File: src/verilog/fbg_map.svh
// Constants of the fieldbus parameter gateway: object indices, codes,
// host register offsets and timing counts.
// Assumes inclusion by bare name from the package and the design modules.
`ifndef FBG_MAP_SVH
`define FBG_MAP_SVH
`define FBG_OBJ_RD_REQ  16'h2040
`define FBG_OBJ_RD_RSP  16'h2140
`define FBG_OBJ_WR_REQ  16'h2050
`define FBG_OBJ_WR_RSP  16'h2150
`define FBG_OBJ_PDO_RES 16'h2155
`define FBG_OBJ_RAM_ENT 16'h2060
`define FBG_OBJ_ROM_ENT 16'h2070
`define FBG_OBJ_ENT_RSP 16'h2160
`define FBG_OBJ_LINK0   16'h2180
`define FBG_SUB_0       8'h00
`define FBG_SUB_1       8'h01
`define FBG_SUB_2       8'h02
`define FBG_SAVE_WORD   32'h6576_6173
`define FBG_MAX_LINKS   4'h4
`define FBG_RES_OK      16'h0000
`define FBG_RES_ERR     16'h0001
`define FBG_TX_COS      8'hFE
`define FBG_TICK_CYC    40000
`define FBG_GAP_CYC     16'h0100
`define FBG_WB_OBJ      8'h00
`define FBG_WB_DLO      8'h04
`define FBG_WB_DHI      8'h08
`define FBG_WB_CTRL     8'h0C
`define FBG_WB_STAT     8'h10
`define FBG_WB_RDAT     8'h14
`define FBG_WB_TXD      8'h18
`define FBG_WB_TXCNT    8'h1C
`endif

File: src/verilog/fbg_pkg.sv
// Types shared by both ends of the fieldbus parameter gateway.
// Assumes fbg_map.svh is on the include path.
`include "fbg_map.svh"
package fbg_pkg;
	// Orders that the gateway gives to the drive register space.
	typedef enum logic [2:0] {
		FBG_CMD_RD, FBG_CMD_WR, FBG_CMD_WR_NOW, FBG_CMD_ENT_RAM,
		FBG_CMD_ENT_ROM
	} fbg_drv_cmd_t;
	// Device sequencer states.
	typedef enum logic [1:0] {DS_IDLE, DS_DRV, DS_NEXT} fbg_dstate_t;
	// What a finished drive transaction updates.
	typedef enum logic [2:0] {
		K_RD, K_WR, K_RAM, K_ROM, K_SDO_RD, K_SDO_WR, K_PDO
	} fbg_kind_t;
	// Host controller states.
	typedef enum logic [1:0] {HS_IDLE, HS_REQ, HS_GAP} fbg_hstate_t;
	// Whole state of the device end.
	typedef struct packed {
		fbg_dstate_t       st;
		fbg_kind_t         kind;
		logic [15:0]       rd_addr, rd_val, wr_res, ent_res;
		logic [23:0]       pdo_res;
		logic              pdo_seen, pdo_upd;
		logic [3:0][15:0]  link_addr;
		logic [63:0]       pdo_data;
		logic [1:0]        pdo_obj;
		logic [2:0]        pdo_rem, bad_cnt;
		logic [10:0]       pdo_cob;
		logic              drv_req;
		fbg_drv_cmd_t      drv_cmd;
		logic [15:0]       drv_addr, drv_wdata;
		logic              done, err;
		logic [31:0]       rdata;
	} fbg_dev_st_t;
	// Whole state of the transmit trigger.
	typedef struct packed {
		logic [15:0] tick, ms;
		logic        tx;
		logic [31:0] tx_data;
	} fbg_cos_st_t;
	// Whole state of the host end.
	typedef struct packed {
		fbg_hstate_t st;
		logic [15:0] gap;
		logic [31:0] obj, dlo, dhi, ctrl, rdata, txd;
		logic [15:0] txcnt;
		logic        done, err;
		logic        m_valid, m_rtr;
		logic        wb_ack;
		logic [31:0] wb_rdat;
	} fbg_host_st_t;
endpackage

File: src/verilog/fbg_if.sv
// Link between the fieldbus master end and the gateway device end.
// Assumes both ends share one clock; the bench joins the two modports.
`timescale 1ns/1ps
interface fbg_if;
	logic        m_valid;  // Request held until s_done.
	logic [15:0] m_idx;    // Object index.
	logic [7:0]  m_sub;    // Subindex.
	logic        m_we;     // Write access.
	logic        m_pdo;    // Carried by process data, not service data.
	logic [10:0] m_cob;    // Identifier of the carrying message.
	logic [2:0]  m_cnt;    // Entries in a parameter batch.
	logic [63:0] m_data;   // Write data, entry k in bits 16k+15:16k.
	logic        m_rtr;    // One-cycle remote transmit request.
	logic        s_done;   // One-cycle answer pulse.
	logic        s_err;    // Error answer, valid with s_done.
	logic [31:0] s_rdata;  // Read data, valid with s_done.
	logic        s_tx;     // One-cycle transmit event.
	logic [31:0] s_tx_data;  // Transmitted write-result value.
	modport dev (input m_valid, m_idx, m_sub, m_we, m_pdo, m_cob, m_cnt,
		m_data, m_rtr, output s_done, s_err, s_rdata, s_tx, s_tx_data);
	modport host (output m_valid, m_idx, m_sub, m_we, m_pdo, m_cob, m_cnt,
		m_data, m_rtr, input s_done, s_err, s_rdata, s_tx, s_tx_data);
endinterface

File: src/verilog/fbg_cos.sv
// Transmit trigger for the write-result object: change, timer or request.
// Assumes all inputs come from logic on the same clock.
`timescale 1ns/1ps
`include "fbg_map.svh"
module fbg_cos #(
	parameter int TICK_CYC = `FBG_TICK_CYC  // Cycles in 1 ms.
) (
	input  wire logic        clk,
	input  wire logic        rstn,
	input  wire logic        upd,        // Value refreshed this cycle.
	input  wire logic [31:0] val,        // Value to send.
	input  wire logic        rtr,        // Remote request pulse.
	input  wire logic [7:0]  tx_type,    // Transmission type.
	input  wire logic [15:0] period_ms,  // Event timer, 0 is off.
	output logic             tx,
	output logic [31:0]      tx_data
);
	import fbg_pkg::*;
	fbg_cos_st_t s_ff, nxt_s;  // Whole state.
	logic        ms_tick;      // Millisecond strobe.
	logic        timer_hit;    // Event timer expiry.

	// Any refresh counts as a change so every accepted batch is answered.
	always_comb begin
		nxt_s = s_ff;
		nxt_s.tx = 1'b0;
		ms_tick = (s_ff.tick == 16'(TICK_CYC - 1));
		nxt_s.tick = ms_tick ? 16'h0000 : s_ff.tick + 16'h0001;
		timer_hit = ms_tick && (period_ms != 16'h0000) &&
			(s_ff.ms + 16'h0001 >= period_ms);
		if ((upd && tx_type == `FBG_TX_COS) || timer_hit ||
				rtr) begin
			nxt_s.tx = 1'b1;
			nxt_s.tx_data = val;
			nxt_s.ms = 16'h0000;  // A change event restarts the timer.
		end else if (ms_tick) begin
			nxt_s.ms = s_ff.ms + 16'h0001;
		end
	end

	// State register.
	always_ff @(posedge clk or negedge rstn) begin
		if (!rstn) begin
			s_ff <= '0;
		end else begin
			s_ff <= nxt_s;
		end
	end

	assign tx = s_ff.tx;
	assign tx_data = s_ff.tx_data;
endmodule

File: src/verilog/fbg_dev.sv
// Device end of the fieldbus parameter gateway: turns object accesses
// into drive register transactions and keeps the response objects.
// Assumes the drive answers each held drv_req with one drv_ack pulse and
// applies write, commit and initialization semantics on its own side.
`timescale 1ns/1ps
`include "fbg_map.svh"
// Notes on behaviour
// - Read request address yields value in response.
// - Read objects accepted over service or process data.
// - Write request carries value and address; result kept.
// - Pending writes activate on RAM commit; ROM stores.
// - Commit only when the word save arrives.
// - RAM commit result kept for the master.
// - One commit activates all pending writes.
// - Write and commit objects mappable to process data.
// - Linked object access reaches drive; reply carries errors.
// - Linked values sent on request, timer, change.
// - Process data writes apply at once.
// - At most four linked entries per message.
// - Invalid entries dropped, valid ones still written.
// - Write result holds identifier and invalid count.
// - Master maps write result with change type.
// - Write result changes only from process data.
// - Reading write result before any batch errors.
// - Initialization needs commit after init register write.
// - Master clears enter setting, writes code, commits.
// - Master waits after writes and commits.
// - Change type sends whenever mapped value changes.
module fbg_dev #(
	parameter int TICK_CYC = `FBG_TICK_CYC  // Cycles in 1 ms.
) (
	input  wire logic                 clk,
	input  wire logic                 rstn,
	fbg_if.dev                        link,
	output fbg_pkg::fbg_drv_cmd_t     drv_cmd,
	output logic                      drv_req,
	output logic [15:0]               drv_addr,
	output logic [15:0]               drv_wdata,
	input  wire logic                 drv_ack,
	input  wire logic                 drv_err,
	input  wire logic [15:0]          drv_rdata,
	input  wire logic [7:0]           tx_type,
	input  wire logic [15:0]          tx_period_ms
);
	import fbg_pkg::*;
	fbg_dev_st_t s_ff, nxt_s;  // Whole state of the device end.
	logic        link_hit;     // Index falls on a linked object.
	logic [1:0]  link_j;       // Which linked object.
	logic        batch_bad;    // Batch empty or too long for the linked block.
	logic        is_save;      // Commit password present.
	logic [2:0]  nxt_bad;      // Invalid count including this entry.

	assign link_hit = (link.m_idx[15:2] == 14'(`FBG_OBJ_LINK0 >> 2));
	assign link_j = link.m_idx[1:0];
	// Longer batches could not be written from one message.
	assign batch_bad = (link.m_cnt == 3'h0) ||
		(({2'b00, link_j} + {1'b0, link.m_cnt}) > `FBG_MAX_LINKS);
	assign is_save = (link.m_data[31:0] == `FBG_SAVE_WORD);
	assign nxt_bad = s_ff.bad_cnt + {2'b00, drv_err};

	// Start one drive transaction and remember what it answers.
	function automatic fbg_dev_st_t issue(fbg_dev_st_t s, fbg_drv_cmd_t c,
			logic [15:0] a, logic [15:0] d, fbg_kind_t k);
		s.st = DS_DRV;
		s.drv_req = 1'b1;
		s.drv_cmd = c;
		s.drv_addr = a;
		s.drv_wdata = d;
		s.kind = k;
		return s;
	endfunction

	// Answer the master and return to idle.
	function automatic fbg_dev_st_t fin(fbg_dev_st_t s, logic e,
			logic [31:0] r);
		s.st = DS_IDLE;
		s.done = 1'b1;
		s.err = e;
		s.rdata = r;
		return s;
	endfunction

	// Sequencer: decode in idle, wait on the drive, walk a batch.
	always_comb begin
		nxt_s = s_ff;
		nxt_s.done = 1'b0;
		nxt_s.pdo_upd = 1'b0;
		unique case (s_ff.st)
		DS_IDLE: begin
			// The done flag blocks a second take of the same request.
			if (link.m_valid && !s_ff.done) begin
				// Service and process data decode alike here.
				if (link.m_idx == `FBG_OBJ_RD_REQ &&
						link.m_sub == `FBG_SUB_0) begin
					if (link.m_we) begin
						nxt_s.rd_addr = link.m_data[15:0];
						nxt_s = issue(nxt_s, FBG_CMD_RD, link.m_data[15:0],
							16'h0000, K_RD);
					end else begin
						nxt_s = fin(nxt_s, 1'b0, {16'h0000, s_ff.rd_addr});
					end
				end else if (link.m_idx == `FBG_OBJ_RD_RSP &&
						link.m_sub == `FBG_SUB_1 && !link.m_we) begin
					nxt_s = fin(nxt_s, 1'b0, {16'h0000, s_ff.rd_val});
				end else if (link.m_idx == `FBG_OBJ_WR_REQ &&
						link.m_sub == `FBG_SUB_1 && link.m_we) begin
					// Address in the upper half, value in the lower.
					nxt_s = issue(nxt_s, FBG_CMD_WR, link.m_data[31:16],
						link.m_data[15:0], K_WR);
				end else if ((link.m_idx == `FBG_OBJ_RAM_ENT ||
						link.m_idx == `FBG_OBJ_ROM_ENT) &&
						link.m_sub == `FBG_SUB_1 && link.m_we) begin
					// Any other word is taken but has no effect.
					if (!is_save) begin
						nxt_s = fin(nxt_s, 1'b0, 32'h0000_0000);
					end else if (link.m_idx == `FBG_OBJ_RAM_ENT) begin
						// The drive activates every pending change at once.
						nxt_s = issue(nxt_s, FBG_CMD_ENT_RAM, 16'h0000,
							16'h0000, K_RAM);
					end else begin
						nxt_s = issue(nxt_s, FBG_CMD_ENT_ROM, 16'h0000,
							16'h0000, K_ROM);
					end
				end else if (link.m_idx == `FBG_OBJ_WR_RSP &&
						link.m_sub == `FBG_SUB_1 && !link.m_we) begin
					nxt_s = fin(nxt_s, 1'b0, {16'h0000, s_ff.wr_res});
				end else if (link.m_idx == `FBG_OBJ_ENT_RSP &&
						link.m_sub == `FBG_SUB_0 && !link.m_we) begin
					nxt_s = fin(nxt_s, 1'b0, {16'h0000, s_ff.ent_res});
				end else if (link.m_idx == `FBG_OBJ_PDO_RES &&
						link.m_sub == `FBG_SUB_0 && !link.m_we) begin
					// Nothing to report before the first batch.
					nxt_s = fin(nxt_s, !s_ff.pdo_seen,
						{8'h00, s_ff.pdo_res});
				end else if (link_hit && link.m_sub == `FBG_SUB_2) begin
					// Link address of a linked object.
					if (link.m_we) begin
						nxt_s.link_addr[link_j] = link.m_data[15:0];
						nxt_s = fin(nxt_s, 1'b0, 32'h0000_0000);
					end else begin
						nxt_s = fin(nxt_s, 1'b0,
							{16'h0000, s_ff.link_addr[link_j]});
					end
				end else if (link_hit && link.m_sub == `FBG_SUB_1) begin
					if (link.m_we && link.m_pdo) begin
						if (batch_bad) begin
							nxt_s = fin(nxt_s, 1'b1, 32'h0000_0000);
						end else begin
							nxt_s.pdo_data = link.m_data;
							nxt_s.pdo_obj = link_j;
							nxt_s.pdo_rem = link.m_cnt;
							nxt_s.pdo_cob = link.m_cob;
							nxt_s.bad_cnt = 3'h0;
							nxt_s = issue(nxt_s, FBG_CMD_WR_NOW,
								s_ff.link_addr[link_j], link.m_data[15:0],
								K_PDO);
						end
					end else if (link.m_we) begin
						nxt_s = issue(nxt_s, FBG_CMD_WR,
							s_ff.link_addr[link_j], link.m_data[15:0],
							K_SDO_WR);
					end else begin
						nxt_s = issue(nxt_s, FBG_CMD_RD,
							s_ff.link_addr[link_j], 16'h0000, K_SDO_RD);
					end
				end else begin
					// Unknown object or access answers with an error.
					nxt_s = fin(nxt_s, 1'b1, 32'h0000_0000);
				end
			end
		end
		DS_DRV: begin
			// Response objects change only on the drive's answer.
			if (drv_ack) begin
				nxt_s.drv_req = 1'b0;
				unique case (s_ff.kind)
				K_RD: begin
					nxt_s.rd_val = drv_rdata;
					nxt_s = fin(nxt_s, 1'b0, 32'h0000_0000);
				end
				K_WR: begin
					nxt_s.wr_res = drv_err ? `FBG_RES_ERR : `FBG_RES_OK;
					nxt_s = fin(nxt_s, 1'b0, 32'h0000_0000);
				end
				K_RAM: begin
					nxt_s.ent_res = drv_err ? `FBG_RES_ERR : `FBG_RES_OK;
					nxt_s = fin(nxt_s, 1'b0, 32'h0000_0000);
				end
				K_ROM: begin
					nxt_s = fin(nxt_s, drv_err, 32'h0000_0000);
				end
				K_SDO_RD: begin
					nxt_s = fin(nxt_s, drv_err, {16'h0000, drv_rdata});
				end
				K_SDO_WR: begin
					// Service data leaves the write result untouched.
					nxt_s = fin(nxt_s, drv_err, 32'h0000_0000);
				end
				K_PDO: begin
					// A refused entry only bumps the count.
					nxt_s.bad_cnt = nxt_bad;
					if (s_ff.pdo_rem > 3'h1) begin
						nxt_s.pdo_rem = s_ff.pdo_rem - 3'h1;
						nxt_s.pdo_obj = s_ff.pdo_obj + 2'h1;
						nxt_s.pdo_data = {16'h0000, s_ff.pdo_data[63:16]};
						nxt_s.st = DS_NEXT;
					end else begin
						nxt_s.pdo_res = {5'h00, nxt_bad, 5'h00,
							s_ff.pdo_cob[10:8], s_ff.pdo_cob[7:0]};
						nxt_s.pdo_seen = 1'b1;
						nxt_s.pdo_upd = 1'b1;
						nxt_s = fin(nxt_s, 1'b0, 32'h0000_0000);
					end
				end
				default: nxt_s = fin(nxt_s, 1'b1, 32'h0000_0000);
				endcase
			end
		end
		DS_NEXT: begin
			// Request drops for a cycle between batch entries.
			nxt_s = issue(nxt_s, FBG_CMD_WR_NOW,
				s_ff.link_addr[s_ff.pdo_obj], s_ff.pdo_data[15:0],
				K_PDO);
		end
		default: nxt_s.st = DS_IDLE;
		endcase
	end

	// State register.
	always_ff @(posedge clk or negedge rstn) begin
		if (!rstn) begin
			s_ff <= '0;
		end else begin
			s_ff <= nxt_s;
		end
	end

	// Write result goes out by its own trigger.
	fbg_cos #(
		.TICK_CYC (TICK_CYC)
	) u_cos (
		.clk       (clk),
		.rstn      (rstn),
		.upd       (s_ff.pdo_upd),
		.val       ({8'h00, s_ff.pdo_res}),
		.rtr       (link.m_rtr),
		.tx_type   (tx_type),
		.period_ms (tx_period_ms),
		.tx        (link.s_tx),
		.tx_data   (link.s_tx_data)
	);

	assign link.s_done = s_ff.done;
	assign link.s_err = s_ff.err;
	assign link.s_rdata = s_ff.rdata;
	assign drv_req = s_ff.drv_req;
	assign drv_cmd = s_ff.drv_cmd;
	assign drv_addr = s_ff.drv_addr;
	assign drv_wdata = s_ff.drv_wdata;
endmodule

File: src/flat_wrapper.sv
// flat-port wrapper written by rule: the top's interface ports become plain ports
module fbg_dev_flat import fbg_pkg::*;
#(
	parameter int TICK_CYC = `FBG_TICK_CYC                    
)
  (clk, rstn, drv_cmd, drv_req, drv_addr, drv_wdata, drv_ack, drv_err, drv_rdata, tx_type, tx_period_ms, link_m_valid, link_m_idx, link_m_sub, link_m_we, link_m_pdo, link_m_cob, link_m_cnt, link_m_data, link_m_rtr, link_s_done, link_s_err, link_s_rdata, link_s_tx, link_s_tx_data);
  fbg_if link_i ();
  input  wire logic clk;
  input  wire logic rstn;
  output fbg_pkg::fbg_drv_cmd_t drv_cmd;
  output logic drv_req;
  output logic [15:0] drv_addr;
  output logic [15:0] drv_wdata;
  input  wire logic drv_ack;
  input  wire logic drv_err;
  input  wire logic [15:0] drv_rdata;
  input  wire logic [7:0] tx_type;
  input  wire logic [15:0] tx_period_ms;
  input wire logic [$bits(link_i.m_valid)-1:0] link_m_valid;
  input wire logic [$bits(link_i.m_idx)-1:0] link_m_idx;
  input wire logic [$bits(link_i.m_sub)-1:0] link_m_sub;
  input wire logic [$bits(link_i.m_we)-1:0] link_m_we;
  input wire logic [$bits(link_i.m_pdo)-1:0] link_m_pdo;
  input wire logic [$bits(link_i.m_cob)-1:0] link_m_cob;
  input wire logic [$bits(link_i.m_cnt)-1:0] link_m_cnt;
  input wire logic [$bits(link_i.m_data)-1:0] link_m_data;
  input wire logic [$bits(link_i.m_rtr)-1:0] link_m_rtr;
  output wire logic [$bits(link_i.s_done)-1:0] link_s_done;
  output wire logic [$bits(link_i.s_err)-1:0] link_s_err;
  output wire logic [$bits(link_i.s_rdata)-1:0] link_s_rdata;
  output wire logic [$bits(link_i.s_tx)-1:0] link_s_tx;
  output wire logic [$bits(link_i.s_tx_data)-1:0] link_s_tx_data;
  assign link_i.m_valid = link_m_valid;
  assign link_i.m_idx = link_m_idx;
  assign link_i.m_sub = link_m_sub;
  assign link_i.m_we = link_m_we;
  assign link_i.m_pdo = link_m_pdo;
  assign link_i.m_cob = link_m_cob;
  assign link_i.m_cnt = link_m_cnt;
  assign link_i.m_data = link_m_data;
  assign link_i.m_rtr = link_m_rtr;
  assign link_s_done = link_i.s_done;
  assign link_s_err = link_i.s_err;
  assign link_s_rdata = link_i.s_rdata;
  assign link_s_tx = link_i.s_tx;
  assign link_s_tx_data = link_i.s_tx_data;
  fbg_dev #(.TICK_CYC(TICK_CYC)) u_core (.clk(clk), .rstn(rstn), .link(link_i), .drv_cmd(drv_cmd), .drv_req(drv_req), .drv_addr(drv_addr), .drv_wdata(drv_wdata), .drv_ack(drv_ack), .drv_err(drv_err), .drv_rdata(drv_rdata), .tx_type(tx_type), .tx_period_ms(tx_period_ms));
endmodule
File: config.mk
export PLATFORM = sky130hd
export DESIGN_NAME = fbg_dev_flat
export DESIGN_NICKNAME = d
export VERILOG_FILES = /design/src/verilog/fbg_pkg.sv /design/src/verilog/fbg_if.sv /design/src/verilog/fbg_cos.sv /design/src/verilog/fbg_dev.sv /design/src/flat_wrapper.sv
export VERILOG_INCLUDE_DIRS = /design/src /design/src/verilog
export SDC_FILE = /design/constraint.sdc
export NUM_CORES = 1
export LEC_CHECK = 0
export ABC_AREA = 1
export BUFFER_PORTS_ARGS = -buffer_cell sky130_fd_sc_hd__buf_4
export CORE_MARGIN = 3
export CORE_UTILIZATION = 54
export CTS_CLUSTER_DIAMETER = 150
export DETAILED_ROUTE_END_ITERATION = 8
export PLACE_DENSITY = 0.8
export SETUP_SLACK_MARGIN = 0.15
export SKIP_CTS_REPAIR_TIMING = 1
export SKIP_LAST_GASP = 1
export SYNTH_ARGS = -nofsm -noshare
export SYNTH_HDL_FRONTEND = slang
export SYNTH_HIERARCHICAL = 1
export SYNTH_SLANG_ARGS = --single-unit
File: constraint.sdc
create_clock -name clk -period 2.6 [get_ports clk]
set_clock_uncertainty 0.15 [all_clocks]
set_input_delay 0.26 -clock clk [delete_from_list [all_inputs] [get_ports clk]]
set_output_delay 0.26 -clock clk [all_outputs]
set_load 0.02 [all_outputs]
==> summary.md <==
| Metric | Value |
|---|---|
| Status | complete, but fails checks |
| Failing checks | hold timing, setup timing |
| Worst VDD drop | 0.000531 V |
| Met1 Resource Use GR | 0.462 |
| Sink Count | 325 |
| Total of max-cap violations | 0 |
| Vias | 22424 |
| Root buf cell | clkbuf_16 |
| Fmax | 337 MHz |
| Worst slew margin | 0.479 |
| Power per Cell Area | 512 nW/um^2 |
| Drt first pass iters | 6 |
| Worst-margin pin slew | 0.781 ns |
| Total chip power | 13.6 mW |
| Worst setup EP type | register |
| IO Port Bufs | 244 |
| Syn Area/Cell | 6.95 um^2 |
| Syn Inst Count | 2968 |
| Critical-path cell list | ha_2 -> nand2_2 -> nor2_4 -> nand2_2 -> nor2_4 -> nand2_1 -> nand2_1 -> inv_1 -> ha_1 -> nand2_1 -> inv_2 -> nand2_4 -> nor2_4 -> nor2_2 -> nand2_1 -> nand2_1 -> nand2_2 -> nand2_4 -> buf_12 -> clkbuf_16 -> nand3_1 -> nand2_1 |
| P_leak | 13.4 nW |
| DRC viols | 0 |
| Cts bufs inserted | 39 |
| Top cells by area, synth | dfrtp_1, nand2_1, o21ai_0, inv_1, nand3_1 |
| Required time worst endpoint | 2.90 ns |
| Min Tclk post-route | 2.97 ns |
| Final Routed Wirelength | 76800 um |
| Grt peak-use layer | met2 |
| Clk pin slew, worst setup/hold paths | 0.06 ns |
| CP max FO | 8 |
| Area share of the largest cell type after synthesis | 0.394 |
| First-pass GRT wire length | 113000 um |
| Grt total ovfl | 0 |
| Initial DRC Count | 2601 |
| Slowest CP cell | dfrtp_1 |
| Count of yosys warnings during synthesis | 6 |
| Post-Syn Area | 20600 um^2 |
| Fin. Hold Viols | 9 |
| Worst path max stage delay | 0.39 ns |
| Layout fillers | 2912 |
| CORE AREA | 37100 um^2 |
| Vias in the first global route | 20982 |
| Nets | 3480 |
| Met3 usage | 0.0722 |
| RSZ-0062 raised after global routing | yes |
| Vias per cell | 5.85 |
| Die height | 201 um |
| Io pins | 253 |
| Fin. max-slew vios | 0 |
| Final hold slack | -0.0393 ns |
| Setup TNS | -12.20 ns |
| Setup-failing EPs final | 49 |
| Commonest cells in the netlist | nand2_1, dfrtp_1, inv_1, o21ai_0, nand3_1 |
| Layout cells sized above 1 | 0.206 |
| ANT cells | 0 |
| Setup crit start kind | register |
| WL/cell | 20.1 um |
| Seq/Total Area, Yosys | 0.394 |
| Largest net degree at the start of global routing | 63 |
| CP arrival | 3.27 ns |
| H-tree depth | 2 |
| Distinct cell type count after synthesis | 48 |
| Area grow syn2layout | 28.7% |
| Seq cells post-synth | 325 |
| Post-synth top flop | dfrtp_1 |
| Post-synth top area cell | dfrtp_1 |
| Die W | 201 um |
| Gpl congestion | 0.989 |
| Initial antenna violation count | 1 |
| Hold Path Class | in2reg |
| Starting density of the core | 0.555 |
| Final HPWL DP | 52400 um |
| Die Area | 40600 um^2 |
| Crit path kind | reg2reg |
| Num rows | 70 |
| Global-route met2 utilization | 0.536 |
| Final worst path period share | 1.14 |
| DP Worst Slack | -0.237 ns |
| Clk buf depth | 3 |
| Number of synthesized flops with an enable pin | 0 |
| Worst-Skew Late Latency | 0.57 ns |
| Fin util | 0.715 |
| Count leader, synth | nand2_1 |
| Overall Global Routing Usage | 0.345 |
| CTS tree | built |
| Async S/R FF share, synth | 1.00 |
| Worst Slack Setup Final | -0.369 ns |
| Most used cell, CP | nand2_1 |
| Detail Route Antenna Nets | 0 |
==> metrics by stage <==
step | hold WS (ns) | cells | area [um^2]
5_1_grt | 0.00273 | 3830 | 26600
3_3_place_gp | 0.0978 | 3666 | 23600
6_report | -0.0393 | 3830 | 26600
4_1_cts | -0.496 | 3734 | 24900
3_5_place_dp | 0.105 | 3666 | 23600
2_1_floorplan | -0.186 | 2993 | 20800
==> state kept, by name, indices dropped and copies added, names as in the netlist <==
name / flops
u_core/drv_addr: 16
u_core/u_cos/tx: 1
u_core/drv_wdata: 16
u_core/drv_cmd: 3
u_core/link.s_rdata: 20
u_core/link.s_done: 1
u_core/u_cos/s_ff: 32
u_core/s_ff: 202
u_core/u_cos/tx_data: 32
u_core/link.s_err: 1
u_core/drv_req: 1
==> kinds of logic after synthesis <==
family                     count (synthesis)  synth area share
adders and majority gates                 31            0.0192
buffers and inverters                    560             0.128
DFF                                      325             0.394
AOI/OAI and AO/OA                        482             0.126
and+or+nand+nor                         1549             0.325
other                                      1          0.000182
xor gates and xnor gates                  20           0.00849
==> worst paths after layout <==
| check | start | to | slack, ns | cells after the start |
|---|---|---|---|---|
| setup / recovery | u_core/u_cos/s_ff[34] | u_core/u_cos/tx_data[16] | -0.37 | 22 |
| hold / removal | link_m_data[23] | u_core/s_ff[112] | -0.04 | 5 |
| setup reg to reg | u_core/u_cos/s_ff[34] | u_core/u_cos/tx_data[16] | -0.37 | 22 |
| hold reg to reg | u_core/u_cos/s_ff[63] | u_core/u_cos/s_ff[63] | 0.32 | 1 |
| max in group asynchronous | rstn | u_core/s_ff[129] | 1.43 | 3 |
| min in group asynchronous | rstn | u_core/u_cos/tx_data[19] | 0.09 | 2 |
==> placed cells by master (no fill, tap or decap), types with 26 or more instances in the layout <==
cell type / Yosys / final
conb_1: 1 / 26
nand3_1: 185 / 163
a21oi_1: 92 / 88
nand2_2: 12 / 31
nor4_1: 66 / 61
o22ai_1: 33 / 33
o21ai_0: 245 / 244
nand2_1: 978 / 948
clkbuf_16: 0 / 47
nand4_1: 42 / 42
buf_4: 113 / 391
nor2_4: 11 / 33
nor2_1: 155 / 129
nand3_2: 8 / 28
dlygate4sd3_1: 0 / 69
o21ai_1: 59 / 59
dfrtp_1: 325 / 324
inv_1: 293 / 289
nor3_1: 55 / 53
buf_12: 0 / 43
==> power breakdown <==
group          internal [mW]  switching (mW)  leakage, nW
logic                  0.969            1.52         8.63
clock network           3.37            2.24        0.643
registers               5.32           0.196         4.07
==> layout make-up <==
class / count / area, um^2 / area share
clock buffer: 58 / 1190 / 0.0448
tap: 504 / 631 / 0.0238
sequential: 325 / 8130 / 0.306
clock inverter: 10 / 128 / 0.00481
inverter: 305 / 1160 / 0.0436
multi-input combinational: 2109 / 10500 / 0.397
timing repair buffer: 519 / 4770 / 0.180
==> critical path, delay by kind of cell (launching register included) <==
kind / cells / cell delay, ns
simple gates: 16 / 1.39
fa+ha+maj: 2 / 0.47
buf+inv: 4 / 0.46
flops: 1 / 0.39
==> metal layers <==
layer	routed length (um)	vias up
met5	15	-
met4	4170	2
met3	7700	284
met2	35200	1394
met1	29700	10567
li1	-	10177
(Power assumes the default switching activity.)
